<file path="src/lbatf_pkg.sv">
// Package of constants for the 48-bit task-file register block
package lbatf_pkg;

  // ****************************************
  // Register selects on the host access port
  // ****************************************
  localparam logic [3:0] REG_DATA     = 4'h0;
  localparam logic [3:0] REG_FEATURES = 4'h1;
  localparam logic [3:0] REG_SECCNT   = 4'h2;
  localparam logic [3:0] REG_SECNUM   = 4'h3;
  localparam logic [3:0] REG_CYLLO    = 4'h4;
  localparam logic [3:0] REG_CYLHI    = 4'h5;
  localparam logic [3:0] REG_DEVHEAD  = 4'h6;
  localparam logic [3:0] REG_COMMAND  = 4'h7;
  localparam logic [3:0] REG_DEVCTL   = 4'he;

  // ****************************************
  // Field positions and reset values
  // ****************************************
  localparam int          UPPER_SEL_BIT = 7;
  localparam int          LBA_MODE_BIT  = 6;
  localparam logic [7:0]  DEVCTL_RST    = 8'h00;
  localparam logic [7:0]  FIFO_RST      = 8'h00;
  localparam int          NUM_PAIRS     = 5;

  // ****************************************
  // Addressing limits and identify data
  // ****************************************
  localparam logic [47:0] LBA28_LIMIT   = 48'h000_0fff_ffff;
  localparam logic [47:0] NATIVE_MAX_DFLT = 48'h0000_0100_0000;
  localparam logic [6:0]  ID_WORD_CMDSET = 7'h53;
  localparam int          ID_BIT_LBA48  = 10;
  localparam logic [6:0]  ID_WORD_MAXLO = 7'h64;
  localparam logic [6:0]  ID_WORD_MAXHI = 7'h67;

endpackage : lbatf_pkg

</file>
<file path="src/lbatf_pair.sv">
// Two-entry register holding the newest and prior written bytes
`timescale 1ns/1ps
module lbatf_pair (
  // Clock and reset
  input  wire logic       clk,
  input  wire logic       rst_n,
  // Write side
  input  wire logic       wr_en,
  input  wire logic [7:0] wr_data,
  // Entries
  output logic      [7:0] newest,
  output logic      [7:0] prior
);

  // Newest moves to prior and the written byte becomes newest
  always_ff @(posedge clk) begin
    if (!rst_n) begin
      newest <= lbatf_pkg::FIFO_RST;
      prior  <= lbatf_pkg::FIFO_RST;
    end else if (wr_en) begin
      newest <= wr_data;
      prior  <= newest;
    end
  end

endmodule : lbatf_pair

</file>
<file path="src/lbatf_regs.sv">
// Task-file register block with two-deep registers for 48-bit addressing
//
// Functional notes
// - Features, count, sector number, cylinder low/high each hold newest and prior entry.
// - Each write shifts newest into prior and stores written byte as newest.
// - With upper-byte select at bit 7 set, reads return the prior entry.
// - With upper-byte select clear, reads return the newest entry.
// - Any command-block register write clears the upper-byte select bit.
// - Writes always load the newest entry regardless of upper-byte select.
// - 48-bit commands see the sector count as a 16-bit value.
// - Logical block addresses are 48 bits wide.
// - 48-bit commands use logical block addressing only, never CHS.
// - 28-bit and 48-bit commands may be freely interleaved.
// - 28-bit native max query returns native max clamped to 268,435,455.
// - Identify word 83 bit 10 reports 48-bit addressing support.
// - Identify words 100 to 103 hold the highest 48-bit user address.
// - Native maximum equals the 48-bit native max query answer.
`timescale 1ns/1ps
module lbatf_regs (
  // Clock and reset
  input  wire logic        clk,
  input  wire logic        rst_n,
  // Host register access
  input  wire logic        wr_en,
  input  wire logic        rd_en,
  input  wire logic [3:0]  reg_sel,
  input  wire logic [7:0]  wr_data,
  output logic      [7:0]  rd_data,
  output logic             rd_valid,
  // Command issue
  output logic             cmd_valid,
  output logic      [7:0]  cmd_code,
  output logic             cmd_is_48,
  output logic             cmd_lba_mode,
  output logic             cmd_chs_err,
  output logic      [15:0] cmd_count,
  output logic      [15:0] cmd_features,
  output logic      [47:0] cmd_lba,
  output logic             upper_byte_read_select,
  // Native maximum and identify
  input  wire logic [47:0] native_max,
  input  wire logic        cmd_ext_in,
  output logic      [47:0] max_answer_48,
  output logic      [47:0] max_answer_28,
  input  wire logic [6:0]  id_word_sel,
  output logic      [15:0] id_word
);

  // ****************************************
  // Two-deep registers
  // ****************************************
  logic [7:0] pair_new [lbatf_pkg::NUM_PAIRS];
  logic [7:0] pair_old [lbatf_pkg::NUM_PAIRS];
  logic [3:0] pair_sel [lbatf_pkg::NUM_PAIRS];

  assign pair_sel[0] = lbatf_pkg::REG_FEATURES;
  assign pair_sel[1] = lbatf_pkg::REG_SECCNT;
  assign pair_sel[2] = lbatf_pkg::REG_SECNUM;
  assign pair_sel[3] = lbatf_pkg::REG_CYLLO;
  assign pair_sel[4] = lbatf_pkg::REG_CYLHI;

  // One two-entry register per features, count, sector number and cylinder byte
  genvar gi;
  generate
    for (gi = 0; gi < lbatf_pkg::NUM_PAIRS; gi++) begin : g_pair
      lbatf_pair u_pair (
        .clk     (clk),
        .rst_n   (rst_n),
        .wr_en   (wr_en && (reg_sel == pair_sel[gi])),
        .wr_data (wr_data),
        .newest  (pair_new[gi]),
        .prior   (pair_old[gi])
      );
    end
  endgenerate

  // ****************************************
  // Decode
  // ****************************************
  wire        wr_devctl  = wr_en && (reg_sel == lbatf_pkg::REG_DEVCTL);
  wire        wr_cmdblk  = wr_en && (reg_sel[3] == 1'b0);
  wire        wr_devhead = wr_en && (reg_sel == lbatf_pkg::REG_DEVHEAD);
  wire        wr_command = wr_en && (reg_sel == lbatf_pkg::REG_COMMAND);
  wire        ub_sel     = upper_byte_read_select;

  logic [7:0] devhead_r;
  logic [7:0] devctl_r;

  // Upper-byte select set by control write, cleared by any command-block write
  wire [7:0] devctl_nxt = wr_devctl ? wr_data :
                          wr_cmdblk ? (devctl_r & 8'h7f) : devctl_r;

  // Read mux: prior entry when upper-byte select set
  logic [7:0] rd_mux;
  always_comb begin
    rd_mux = 8'h00;
    for (int i = 0; i < lbatf_pkg::NUM_PAIRS; i++) begin
      if (reg_sel == pair_sel[i]) begin
        rd_mux = ub_sel ? pair_old[i] : pair_new[i];
      end
    end
    if (reg_sel == lbatf_pkg::REG_DEVHEAD) begin
      rd_mux = devhead_r;
    end
    if (reg_sel == lbatf_pkg::REG_DEVCTL) begin
      rd_mux = devctl_r;
    end
  end

  // ****************************************
  // Command field assembly
  // ****************************************
  wire [15:0] count_16 = {pair_old[1], pair_new[1]};
  wire [15:0] feat_16  = {pair_old[0], pair_new[0]};
  wire [47:0] lba_48   = {pair_old[4], pair_old[3], pair_old[2],
                          pair_new[4], pair_new[3], pair_new[2]};
  wire [47:0] lba_28   = {20'h00000, devhead_r[3:0], pair_new[4], pair_new[3], pair_new[2]};
  wire        lba_mode = devhead_r[lbatf_pkg::LBA_MODE_BIT];
  wire [47:0] clamp_28 = (native_max <= lbatf_pkg::LBA28_LIMIT) ?
                         native_max : lbatf_pkg::LBA28_LIMIT;

  // Identify words served by the block
  logic [15:0] id_mux;
  always_comb begin
    id_mux = 16'h0000;
    if (id_word_sel == lbatf_pkg::ID_WORD_CMDSET) begin
      id_mux[lbatf_pkg::ID_BIT_LBA48] = 1'b1;
    end
    if (id_word_sel >= lbatf_pkg::ID_WORD_MAXLO && id_word_sel <= lbatf_pkg::ID_WORD_MAXHI) begin
      unique case (id_word_sel[1:0])
        2'h0: id_mux = native_max[15:0];
        2'h1: id_mux = native_max[31:16];
        2'h2: id_mux = native_max[47:32];
        2'h3: id_mux = 16'h0000;
      endcase
    end
  end

  // ****************************************
  // Registers
  // ****************************************
  always_ff @(posedge clk) begin
    if (!rst_n) begin
      devctl_r <= lbatf_pkg::DEVCTL_RST;
      devhead_r <= 8'h00;
    end else begin
      devctl_r <= devctl_nxt;
      if (wr_devhead) begin
        devhead_r <= wr_data;
      end
    end
  end

  // Upper-byte select mirrors the control register
  always_ff @(posedge clk) begin
    if (!rst_n) begin
      upper_byte_read_select <= 1'b0;
    end else begin
      upper_byte_read_select <= devctl_nxt[lbatf_pkg::UPPER_SEL_BIT];
    end
  end

  // Read answer one cycle after the request
  always_ff @(posedge clk) begin
    if (!rst_n) begin
      rd_data  <= 8'h00;
      rd_valid <= 1'b0;
    end else begin
      rd_data  <= rd_en ? rd_mux : 8'h00;
      rd_valid <= rd_en;
    end
  end

  // Command issue: 28-bit and 48-bit forms decoded per command
  always_ff @(posedge clk) begin
    if (!rst_n) begin
      cmd_valid    <= 1'b0;
      cmd_code     <= 8'h00;
      cmd_is_48    <= 1'b0;
      cmd_lba_mode <= 1'b0;
      cmd_chs_err  <= 1'b0;
      cmd_count    <= 16'h0000;
      cmd_features <= 16'h0000;
      cmd_lba      <= 48'h0;
    end else begin
      cmd_valid <= wr_command;
      if (wr_command) begin
        cmd_code     <= wr_data;
        cmd_is_48    <= cmd_ext_in;
        cmd_lba_mode <= lba_mode;
        cmd_chs_err  <= cmd_ext_in && !lba_mode;
        cmd_count    <= cmd_ext_in ? count_16 : {8'h00, pair_new[1]};
        cmd_features <= cmd_ext_in ? feat_16 : {8'h00, pair_new[0]};
        cmd_lba      <= cmd_ext_in ? lba_48 : lba_28;
      end
    end
  end

  // Native max answers and identify word
  always_ff @(posedge clk) begin
    if (!rst_n) begin
      max_answer_48 <= 48'h0;
      max_answer_28 <= 48'h0;
      id_word       <= 16'h0000;
    end else begin
      max_answer_48 <= native_max;
      max_answer_28 <= clamp_28;
      id_word       <= id_mux;
    end
  end

  // ****************************************
  // Assertions
  // ****************************************
  property p_shift;
    @(posedge clk) disable iff (!rst_n)
      (wr_en && reg_sel == lbatf_pkg::REG_SECCNT) |=> (pair_old[1] == $past(pair_new[1]) && pair_new[1] == $past(wr_data));
  endproperty
  a_shift: assert property (p_shift) else $error("two-deep shift wrong");

  property p_sel_clear;
    @(posedge clk) disable iff (!rst_n)
      (wr_en && reg_sel[3] == 1'b0) |=> !upper_byte_read_select;
  endproperty
  a_sel_clear: assert property (p_sel_clear) else $error("select not cleared");

  property p_read_prior;
    @(posedge clk) disable iff (!rst_n)
      (rd_en && ub_sel && reg_sel == lbatf_pkg::REG_CYLHI && !wr_en) |=> (rd_data == $past(pair_old[4]));
  endproperty
  a_read_prior: assert property (p_read_prior) else $error("prior not returned");

  property p_read_new;
    @(posedge clk) disable iff (!rst_n)
      (rd_en && !ub_sel && reg_sel == lbatf_pkg::REG_FEATURES) |=> (rd_data == $past(pair_new[0]));
  endproperty
  a_read_new: assert property (p_read_new) else $error("newest not returned");

  property p_clamp;
    @(posedge clk) disable iff (!rst_n)
      1'b1 |=> (max_answer_28 == (($past(native_max) <= lbatf_pkg::LBA28_LIMIT) ?
                                  $past(native_max) : lbatf_pkg::LBA28_LIMIT));
  endproperty
  a_clamp: assert property (p_clamp) else $error("28-bit max not clamped");

  property p_count16;
    @(posedge clk) disable iff (!rst_n)
      (wr_command && cmd_ext_in) |=> (cmd_count == {$past(pair_old[1]), $past(pair_new[1])});
  endproperty
  a_count16: assert property (p_count16) else $error("16-bit count wrong");

  property p_chs;
    @(posedge clk) disable iff (!rst_n)
      (wr_command && cmd_ext_in && !devhead_r[lbatf_pkg::LBA_MODE_BIT]) |=> (cmd_valid && cmd_chs_err);
  endproperty
  a_chs: assert property (p_chs) else $error("CHS 48-bit not flagged");

  property p_id83;
    @(posedge clk) disable iff (!rst_n)
      (id_word_sel == lbatf_pkg::ID_WORD_CMDSET) |=> id_word[lbatf_pkg::ID_BIT_LBA48];
  endproperty
  a_id83: assert property (p_id83) else $error("48-bit support bit missing");

  c_upper_read: cover property (@(posedge clk) disable iff (!rst_n) rd_en && ub_sel);
  c_cmd48: cover property (@(posedge clk) disable iff (!rst_n) cmd_valid && cmd_is_48);
  c_clamped: cover property (@(posedge clk) disable iff (!rst_n) native_max > lbatf_pkg::LBA28_LIMIT);

endmodule : lbatf_regs

</file>
<file path="config.mk">
export PLATFORM = sky130hd
export DESIGN_NAME = lbatf_regs
export DESIGN_NICKNAME = d
export VERILOG_FILES = /design/src/lbatf_pkg.sv /design/src/lbatf_pair.sv /design/src/lbatf_regs.sv
export SDC_FILE = /design/constraint.sdc
export NUM_CORES = 1
export LEC_CHECK = 0
export BUFFER_PORTS_ARGS = -buffer_cell sky130_fd_sc_hd__clkbuf_2
export CAP_MARGIN = 20
export CORE_ASPECT_RATIO = 1.2
export CORE_MARGIN = 8
export CORE_UTILIZATION = 48
export DETAILED_ROUTE_END_ITERATION = 12
export PLACE_DENSITY_LB_ADDON = 0.2
export SETUP_SLACK_MARGIN = 0.2
export SLEW_MARGIN = 15
export SYNTH_ARGS = -nofsm -noshare
export SYNTH_HDL_FRONTEND = slang
export SYNTH_SLANG_ARGS = --single-unit
</file>
<file path="constraint.sdc">
create_clock -name clk -period 2 [get_ports clk]
set_clock_uncertainty 0.2 [all_clocks]
set_input_delay 0.6 -clock clk [delete_from_list [all_inputs] [get_ports clk]]
set_output_delay 0.6 -clock clk [all_outputs]
set_load 0.05 [all_outputs]
</file>
Word level (Yosys, flattened, before mapping). Cells that the tools add are included.

Bits in registers: 309. Latch bits: 0. Bits in writable memories: 0. Memory bits (read-only): 0. Input bits: 72. Word-level logic and storage cells: 82. Memories kept: 0.

$add $sub $neg: 0. $mul: 0. Div/mod/pow operators: 0. $lt $le $gt $ge: 3. Eq/ne operators: 12. Shift operators: 0. Multiplexer cells: 21. Bitwise logic cells: 1. Reduce and logical (&&, ||, !) cells: 17.

Operator list (count): $mux W8 (14); $pmux W16 S4 (1); $le A48 B28 Y1 const B (1); $mux W48 (1); $mux W16 (2); $mux W28 (1); $eq A4 B3 Y1 const B (4); $logic_and A1 B1 Y1 (11); $mux W11 (1); $eq A4 B2 Y1 const B (2); $eq A7 B7 Y1 const B (1); $ge A7 B7 Y1 const B (1); $le A7 B7 Y1 const B (1); $reduce_and A2 Y1 (3); $eq A2 B2 Y1 const B (2); $eq A4 B1 Y1 const B (1); $eq A4 B4 Y1 const B (1); $eq A2 B1 Y1 const B (1); $logic_not A2 Y1 (1); $reduce_bool A2 Y1 (1); $logic_not A1 Y1 (1); $mux W1 (1); $not A1 Y1 (1).

Depth between registers and ports, before layout. Gate-level depths: netlist (run 1).

Depth in word-level cells: 8. Depth in mapped cells: 8. Gate-level depth less buffers: 4.

Hierarchy. Synthesis (run 1) repeated with hierarchy kept, for this count alone.

Cells, all modules: 1170. Area total of the unflattened synthesis: 11524.8 µm².

By module, submodules not included: lbatf_regs (times used 1, cells each 915, area each 8446.9 µm², sequential area each 4584.4 µm²); lbatf_pair (times used 5, cells each 51, area each 615.6 µm², sequential area each 320.3 µm²).

Worst setup path after synthesis (run 1). No wires, ideal clock.

Kind: input to register. From: in reg_sel[3]. To: reg g_pair[2].u_pair.prior[0]. Data arrival time: 1.738 ns. Data required time: 1.684 ns. Slack: -0.054 ns. Stages on the path: 8. Cells stage by stage: buf_6 > or2_1 > buf_6 > or3_1 > buf_2 > buf_6 > nand2_1 > a21boi_1.

Cells in the longest elaborated chain, start to end: 2.

Ends and longest elaborated chain: start, declared (RTL line lbatf_regs.sv:26) `input wire logic [3:0] reg_sel,`; $eq A4 B2 Y1 (RTL line lbatf_regs.sv:69) `.wr_en (wr_en && (reg_sel == pair_sel[gi])),`; $logic_and A1 B1 Y1 (RTL line lbatf_regs.sv:69); end signal, assigned (RTL line lbatf_pair.sv:19) `prior <= lbatf_pkg::FIFO_RST;`; end signal, assigned (RTL line lbatf_pair.sv:22) `prior <= newest;`; end, declared (RTL line lbatf_pair.sv:12) `output logic [7:0] prior`.

No other way between the ends. A chain may end at the register's enable or synchronous reset.

==> results.md, run 1 <==
* Clock share of power at 0.441
* Fmax at 0.502 GHz
* First-pass GRT wire length at 67300 um
* Fin crit share at 0.996
* Worst slew margin at 0.637
* Setup TNS at 0 ps
* ANT nets after route at 0
* DR pass1 iterations at 6
* Synth area leaders: dfxtp_1 53%, mux2i_1 8.6%, nand2_1 6.8%
* Final setup viols at 0
* CP required at 1200 ps
* Slowest CP cell: dfxtp_4
* Average footprint of a synthesized cell at 9.66 um^2
* Area of the multi-input gates at 5080 um^2
* Nets at 1631
* Routed WL per cell at 25.8 um
* Simple-gate portion of the synthesized area at 0.205
* Cell chain of the critical path: buf_12, clkbuf_16
* Worst reg2reg setup slack at 160 ps
* DR DRC count at 0
* CP Launch Type: register
* Gpl congestion at 0.836
* Complex-gate fraction of the synthesized area at 0.109
* DIE AREA at 29300 um^2
* CTS HTree Levels at 1
* Worst Hold Depth at 2
* FP Rows at 62
* Port Buf Inserts at 285
* Share of layout cells above drive strength 1 at 0.454
* Top cell type's share of synthesized area at 0.535
* Max-Cap Viols at 0
* Worst-Margin Slew at 540 ps
* Sw Share at 0.252
* Start point of the worst hold path: native_max[26]
* Cell taking the most area after synthesis: dfxtp_1
* Pint at 11.0 mW
* Crit-path leading delay family: flip-flops
* Mux share of post-synthesis cell area at 0.109
* Final Cell Area at 19700 um^2
* Buffers and inverters on the worst path at 2
* Area added between synthesis and finish at 70.4%
* Crit-path max FO at 2
* Ys async rst share at 0
* Result of the run: finished, final reports clean
* Die Wd at 158 um
* RSZ-0062 raised after global routing: true
* Clk pin slew, worst setup/hold paths at 70 ps
* Die height at 186 um
* TritonCTS clock tree: built
* Global-route usage over all layers at 0.302
* FF+latch area at 6470 um^2
* Iter 0 DRT Violations at 883
* Crit Path Class: reg2out
* Ys Warns at 0
* R2R Path End: rd_data[2]
* Reg2Reg Launch Point: devctl_r[7]
* Worst-case reg-to-reg path depth at 6
* Post-synth top cells: 309 x dfxtp_1, 210 x nand2_1, 99 x mux2i_1, 94 x a21boi_0, 66 x nor2b_1
* Initial Util at 0.486
* Largest family of logic cells by synthesized area: simple AND/OR/NAND/NOR gates
* Via count at 10600
* I/O Pins at 286
* Power Density at 749 nW/um^2
* Core ar. at 23800 um^2
* Final wirelength at 49100 um
* FF+latch count, synth at 309
* Max VDD drop at 0.000660 V
* Synthesized cell area at 11600 um^2
* CTS Buf Count at 31
* Placed inst area at 13900 um^2
* Worst-Skew Late Latency at 560 ps
* Count leader, synth: dfxtp_1
* Largest net degree at the start of global routing at 89
* Leakage power at 8.21 nW
* Sequential Power Share at 0.436
* Vias in the first global route at 10900
* CP peak stage delay at 350 ps
* Post-synth EDFFs at 0
* Buffer levels on the longest clock path at 3
* Logic pwr share at 0.123
* CP endpoint kind: output port
* Synth Instances at 1197
* Sequential area share after synthesis at 0.535
* Worst endpoint data arrival time at 1190 ps
* TritonCTS Sinks at 309
* CTS root buf: clkbuf_16
* Post-Synth Adder-Cell Area at 0
* Hold EP: max_answer_48[26]
* Vias/cell at 5.56
* Final Max Tran Viols at 0
* Hold Buf Count CTS at 0
* Switching power at 3.72 mW
* Synth Area in XOR/XNOR at 0
* Synth cell types at 43
* Hold Crit Class: in2reg
* Grt total ovfl at 0
* Filler cells at 1205
* Final min period at 1990 ps
* Primary FF master, synth: dfxtp_1
* Final hold violation count at 0
* Initial antenna violation count at 1
* DPL Wire Length at 25900 um
-- per-layer routing --
layer	track usage	vias up	wire (um)
met5	0	-	0
met4	0.174	0	3320
met2	0.562	590	25100
li1	-	4677	-
met3	0.0741	202	4390
met1	0.299	5132	16300
-- layout make-up --
class	instances	area share
inverters	1	0.000190
clock inverters	12	0.0109
clock buffers	45	0.0461
repair buffers	406	0.336
multi-input cells	810	0.258
well taps	320	0.0203
flip-flops and latches	309	0.328
diodes	2	0.000254
-- registers in the layout (all words and copies together), names as in the netlist --
name	count
cmd_chs_err	1
cmd_code	8
cmd_count	16
cmd_features	16
cmd_is_48	1
cmd_lba	48
cmd_lba_mode	1
cmd_valid	1
devctl_r	8
devhead_r	8
g_pair.u_pair.newest	40
g_pair.u_pair.prior	40
id_word	16
max_answer_28	48
max_answer_48	48
rd_data	8
rd_valid	1
-- kinds of logic (layout without fill, tap and decap cells) --
logic type	after synthesis	count (layout)
AOI/OAI and AO/OA	183	183
buffers and inverters	97	464
DFF	309	309
muxes	123	123
other	1	22
and+or+nand+nor	484	484
-- power groups by stage --
stage	logic, mW	registers [mW]	clock network, mW
floorplan	0.433	6.90	0
global placement	1.30	6.48	0
detailed placement	1.30	6.48	0
CTS	1.69	6.41	6.44
global route	1.87	6.44	6.84
finish	1.82	6.43	6.51
-- worst max-delay path by stage --
stage                        start  cells past startpoint                    endpoint
global placement    native_max[41]                      6           max_answer_28[13]
floorplan               reg_sel[3]                      8  g_pair[2].u_pair.newest[4]
CTS                    devctl_r[7]                      2      upper_byte_read_select
global route           devctl_r[7]                      2      upper_byte_read_select
detailed placement  native_max[41]                      6            max_answer_28[4]
finish                 devctl_r[7]                      2      upper_byte_read_select
-- worst register-to-register path, cell delays in order (launching register included) --
cell     delay (ps)
dfxtp_4         350
buf_12          120
buf_4           190
mux2_2          270
o22ai_1          90
or3_4           400
a21oi_1         150
-- cell usage in the layout (no fill, tap or decap), drive strengths merged --
cell type	n
a22oi	1
nor3b	1
nand4	1
o22ai	16
nor3	3
dfxtp	309
nor2	58
nor2b	66
or2	2
nand3	40
o21ai	9
a21boi	120
nand2	210
nor4	5
o21a	1
or2b	5
mux2i	99
buf	149
and2	50
or3	10
nand2b	24
or4bb	1
bufinv	6
nand4b	2
diode	2
clkbuf	302
mux2	24
conb	20
or4b	2
clkinv	5
o211a	4
a21oi	32
nand3b	4
inv	2
-- stage by stage --
stage / worst slack, ps / std cells / hold slack (ps) / util / power [mW]
after floorplan: -52.3 / 1216 / 240 / - / 7.33
after global placement: -464 / 1811 / 238 / 0.584 / 7.78
after detailed placement: -472 / 1811 / 242 / 0.584 / 7.78
after CTS: -6.20 / 1876 / 68.9 / 0.813 / 14.5
after global routing: -13.1 / 1903 / 113 / 0.827 / 15.1
final: 7.62 / 1905 / 113 / 0.828 / 14.8
-- repair_timing --
action,4_1_cts,5_1_grt
gates cloned,1,0
gates resized for setup,822,59
pin swaps,3,4
hold endpoints to repair,0,0
buffers inserted,7,27
setup endpoints to repair,241,249
Note: power is estimated with default switching activity, not from simulation.
==> inputs of run 2 (changes only) <==
Settings changed: CTS_CLUSTER_SIZE set to 12.
Clock period 2 ns to 1.6 ns, I/O delays scaled along.
==> results.md, run 2 (same netlist as run 1, synthesis figures left out) <==
* Max VDD drop at 0.000764 V (+16%)
* CP endpoint kind: register
* Final setup viols at 222 (+222)
* GR Util met1 at 0.310 (+0.0106)
* FP Rows at 62 (unchanged)
* I/O Pins at 286 (unchanged)
* Final wirelength at 56300 um (+15%)
* Worst setup margin at -284 ps (-292 ps)
* Worst endpoint data arrival time at 2170 ps (+980 ps)
* DR DRC count at 0 (unchanged)
* RSZ-0062 raised after global routing: true
* Most frequent cells in the layout: 222 x clkbuf_16, 202 x dfxtp_2, 178 x nand2_1
* Worst-Margin Slew at 550 ps (+9.43 ps)
* Area added between synthesis and finish at 79.5%
* Grt total ovfl at 0 (unchanged)
* Port Buf Inserts at 285 (unchanged)
* Vias in the first global route at 11100 (+1.5%)
* Largest net degree at the start of global routing at 93 (+4.5%)
* Initial antenna violation count at 1 (unchanged)
* Die Wd at 158 um (unchanged)
* Cell chain of the critical path: buf_4, buf_12, mux2_2, o22ai_1, or3_4, a21oi_2
* DIE AREA at 29300 um^2 (unchanged)
* Dpl cells at 1816 (+0.28%)
* Hold Crit Class: in2reg
* Final hold violation count at 0 (unchanged)
* Power Density at 837 nW/um^2 (+12%)
* Via count at 11500 (+8.3%)
* Final min period at 1880 ps
* CTS root buf: clkbuf_16
* Result of the run: finished, violations left
* Worst-Skew Late Latency at 550 ps (about the same)
* Post-Layout Cell Count at 1938 (+1.7%)
* Clk pin slew, worst setup/hold paths at 70 ps (about the same)
* Top Registers: cmd_lba (48), max_answer_28 (48), max_answer_48 (48)
* Routed WL per cell at 29.1 um (+13%)
* Vias/cell at 5.93 (+6.5%)
* Slowest CP cell: or3_4
* Setup TNS at -32240 ps (-32240 ps)
* First-pass GRT wire length at 68000 um (+1.0%)
* Crit Path Class: reg2reg
* Fmax at 0.531 GHz
* Nets at 1678 (+2.9%)
* Gr busiest metal: met2
* TritonCTS clock tree: built
* CP peak stage delay at 410 ps (+60 ps)
* Share of layout cells above drive strength 1 at 0.530 (+0.0758)
* Gpl congestion at 0.875 (+4.6%)
* Die height at 186 um (unchanged)
* Leakage power at 8.61 nW (+4.8%)
* Util after Layout at 0.872 (+0.0442)
* TritonCTS Sinks at 309 (unchanged)
* Global routing met3 resource utilization at 0.0616 (-0.0125)
* Met2 GRT Util at 0.561 (-0.000863)
* Iter 0 DRT Violations at 1126 (+28%)
* Failing checks: setup timing
* Initial Util at 0.486 (unchanged)
* ANT nets after route at 0 (unchanged)
* Fin crit share at 1.18
* DR pass1 iterations at 5 (-1)
* CTS HTree Levels at 1 (unchanged)
* Max-Cap Viols at 0 (unchanged)
* Most common cell after layout, fill and taps aside: clkbuf_16
* Crit-path max FO at 16 (+14)
* Buffer levels on the longest clock path at 3 (unchanged)
* Filler cells at 912 (-24%)
* CTS Buf Count at 31 (unchanged)
* CP Launch Type: register
* Final Max Tran Viols at 0 (unchanged)
* Core ar. at 23800 um^2 (unchanged)
* CP required at 1880 ps (+680 ps)
* Global-route usage over all layers at 0.305 (+0.00274)
* DPL Wire Length at 26100 um (+0.47%)
* Worst slew margin at 0.632 (-0.00464)
-- run 2: what timing repair did --
item | CTS | global route
pin swaps | 11 | 64
setup endpoints to repair | 223 | 311
gates resized for setup | 823 | 241
gates cloned | 0 | 15
setup buffers | 12 | 38
endpoints found under the hold margin | 14 | 0
hold buffers | 12 | 0
-- run 2: power by group --
group	switching [mW]	total, mW	internal (mW)	leakage [nW]
sequential	0.165	8.04	7.88	2.59
combinational	1.38	2.57	1.19	5.58
clock	3.11	6.76	3.65	0.435
total	4.66	17.4	12.7	8.61
-- run 2: area by class of cell --
type	count	area, um^2	share of cell area
inverters	1	3.75	0.000181
diodes	1	2.50	0.000121
flip-flops and latches	309	6480	0.312
well taps	320	400	0.0193
clock inverters	5	25.0	0.00121
multi-input cells	811	5730	0.276
repair buffers	452	7270	0.350
clock buffers	39	846	0.0407
-- run 2: per-layer routing --
| layer | share of wire | vias to the layer above |
|---|---|---|
| met5 | 0 | - |
| met4 | 0.087 | 0 |
| met3 | 0.10 | 312 |
| met2 | 0.49 | 907 |
| met1 | 0.33 | 5501 |
| li1 | - | 4764 |
-- run 2: path summary, 6_finish.rpt --
kind / startpoint / endpoint / slack, ps / cells after the start
max: devctl_r[7] / rd_data[2] / -280 / 6
min: native_max[14] / max_answer_48[14] / 30 / 2
max reg2reg: devctl_r[7] / rd_data[2] / -280 / 6
min reg2reg: cmd_lba_mode / cmd_lba_mode / 260 / 2
-- run 2: through the flow --
stage	hold slack (ps)	worst slack, ps	cell area (um^2)	total power [mW]
2_1_floorplan	240	-332	12000	9.20
3_3_place_gp	237	-345	14100	9.77
3_5_place_dp	241	-371	14100	9.78
4_1_cts	3.84	-266	19400	16.8
5_1_grt	28.8	-307	20800	17.7
6_report	31.1	-284	20800	17.4
-- run 2: critical path, delay by kind of cell (launching register included) --
family / cells / cell delay, ps
simple gates: 1 / 410
mux: 1 / 270
flops: 1 / 350
compound gates: 2 / 250
buf+inv: 2 / 330
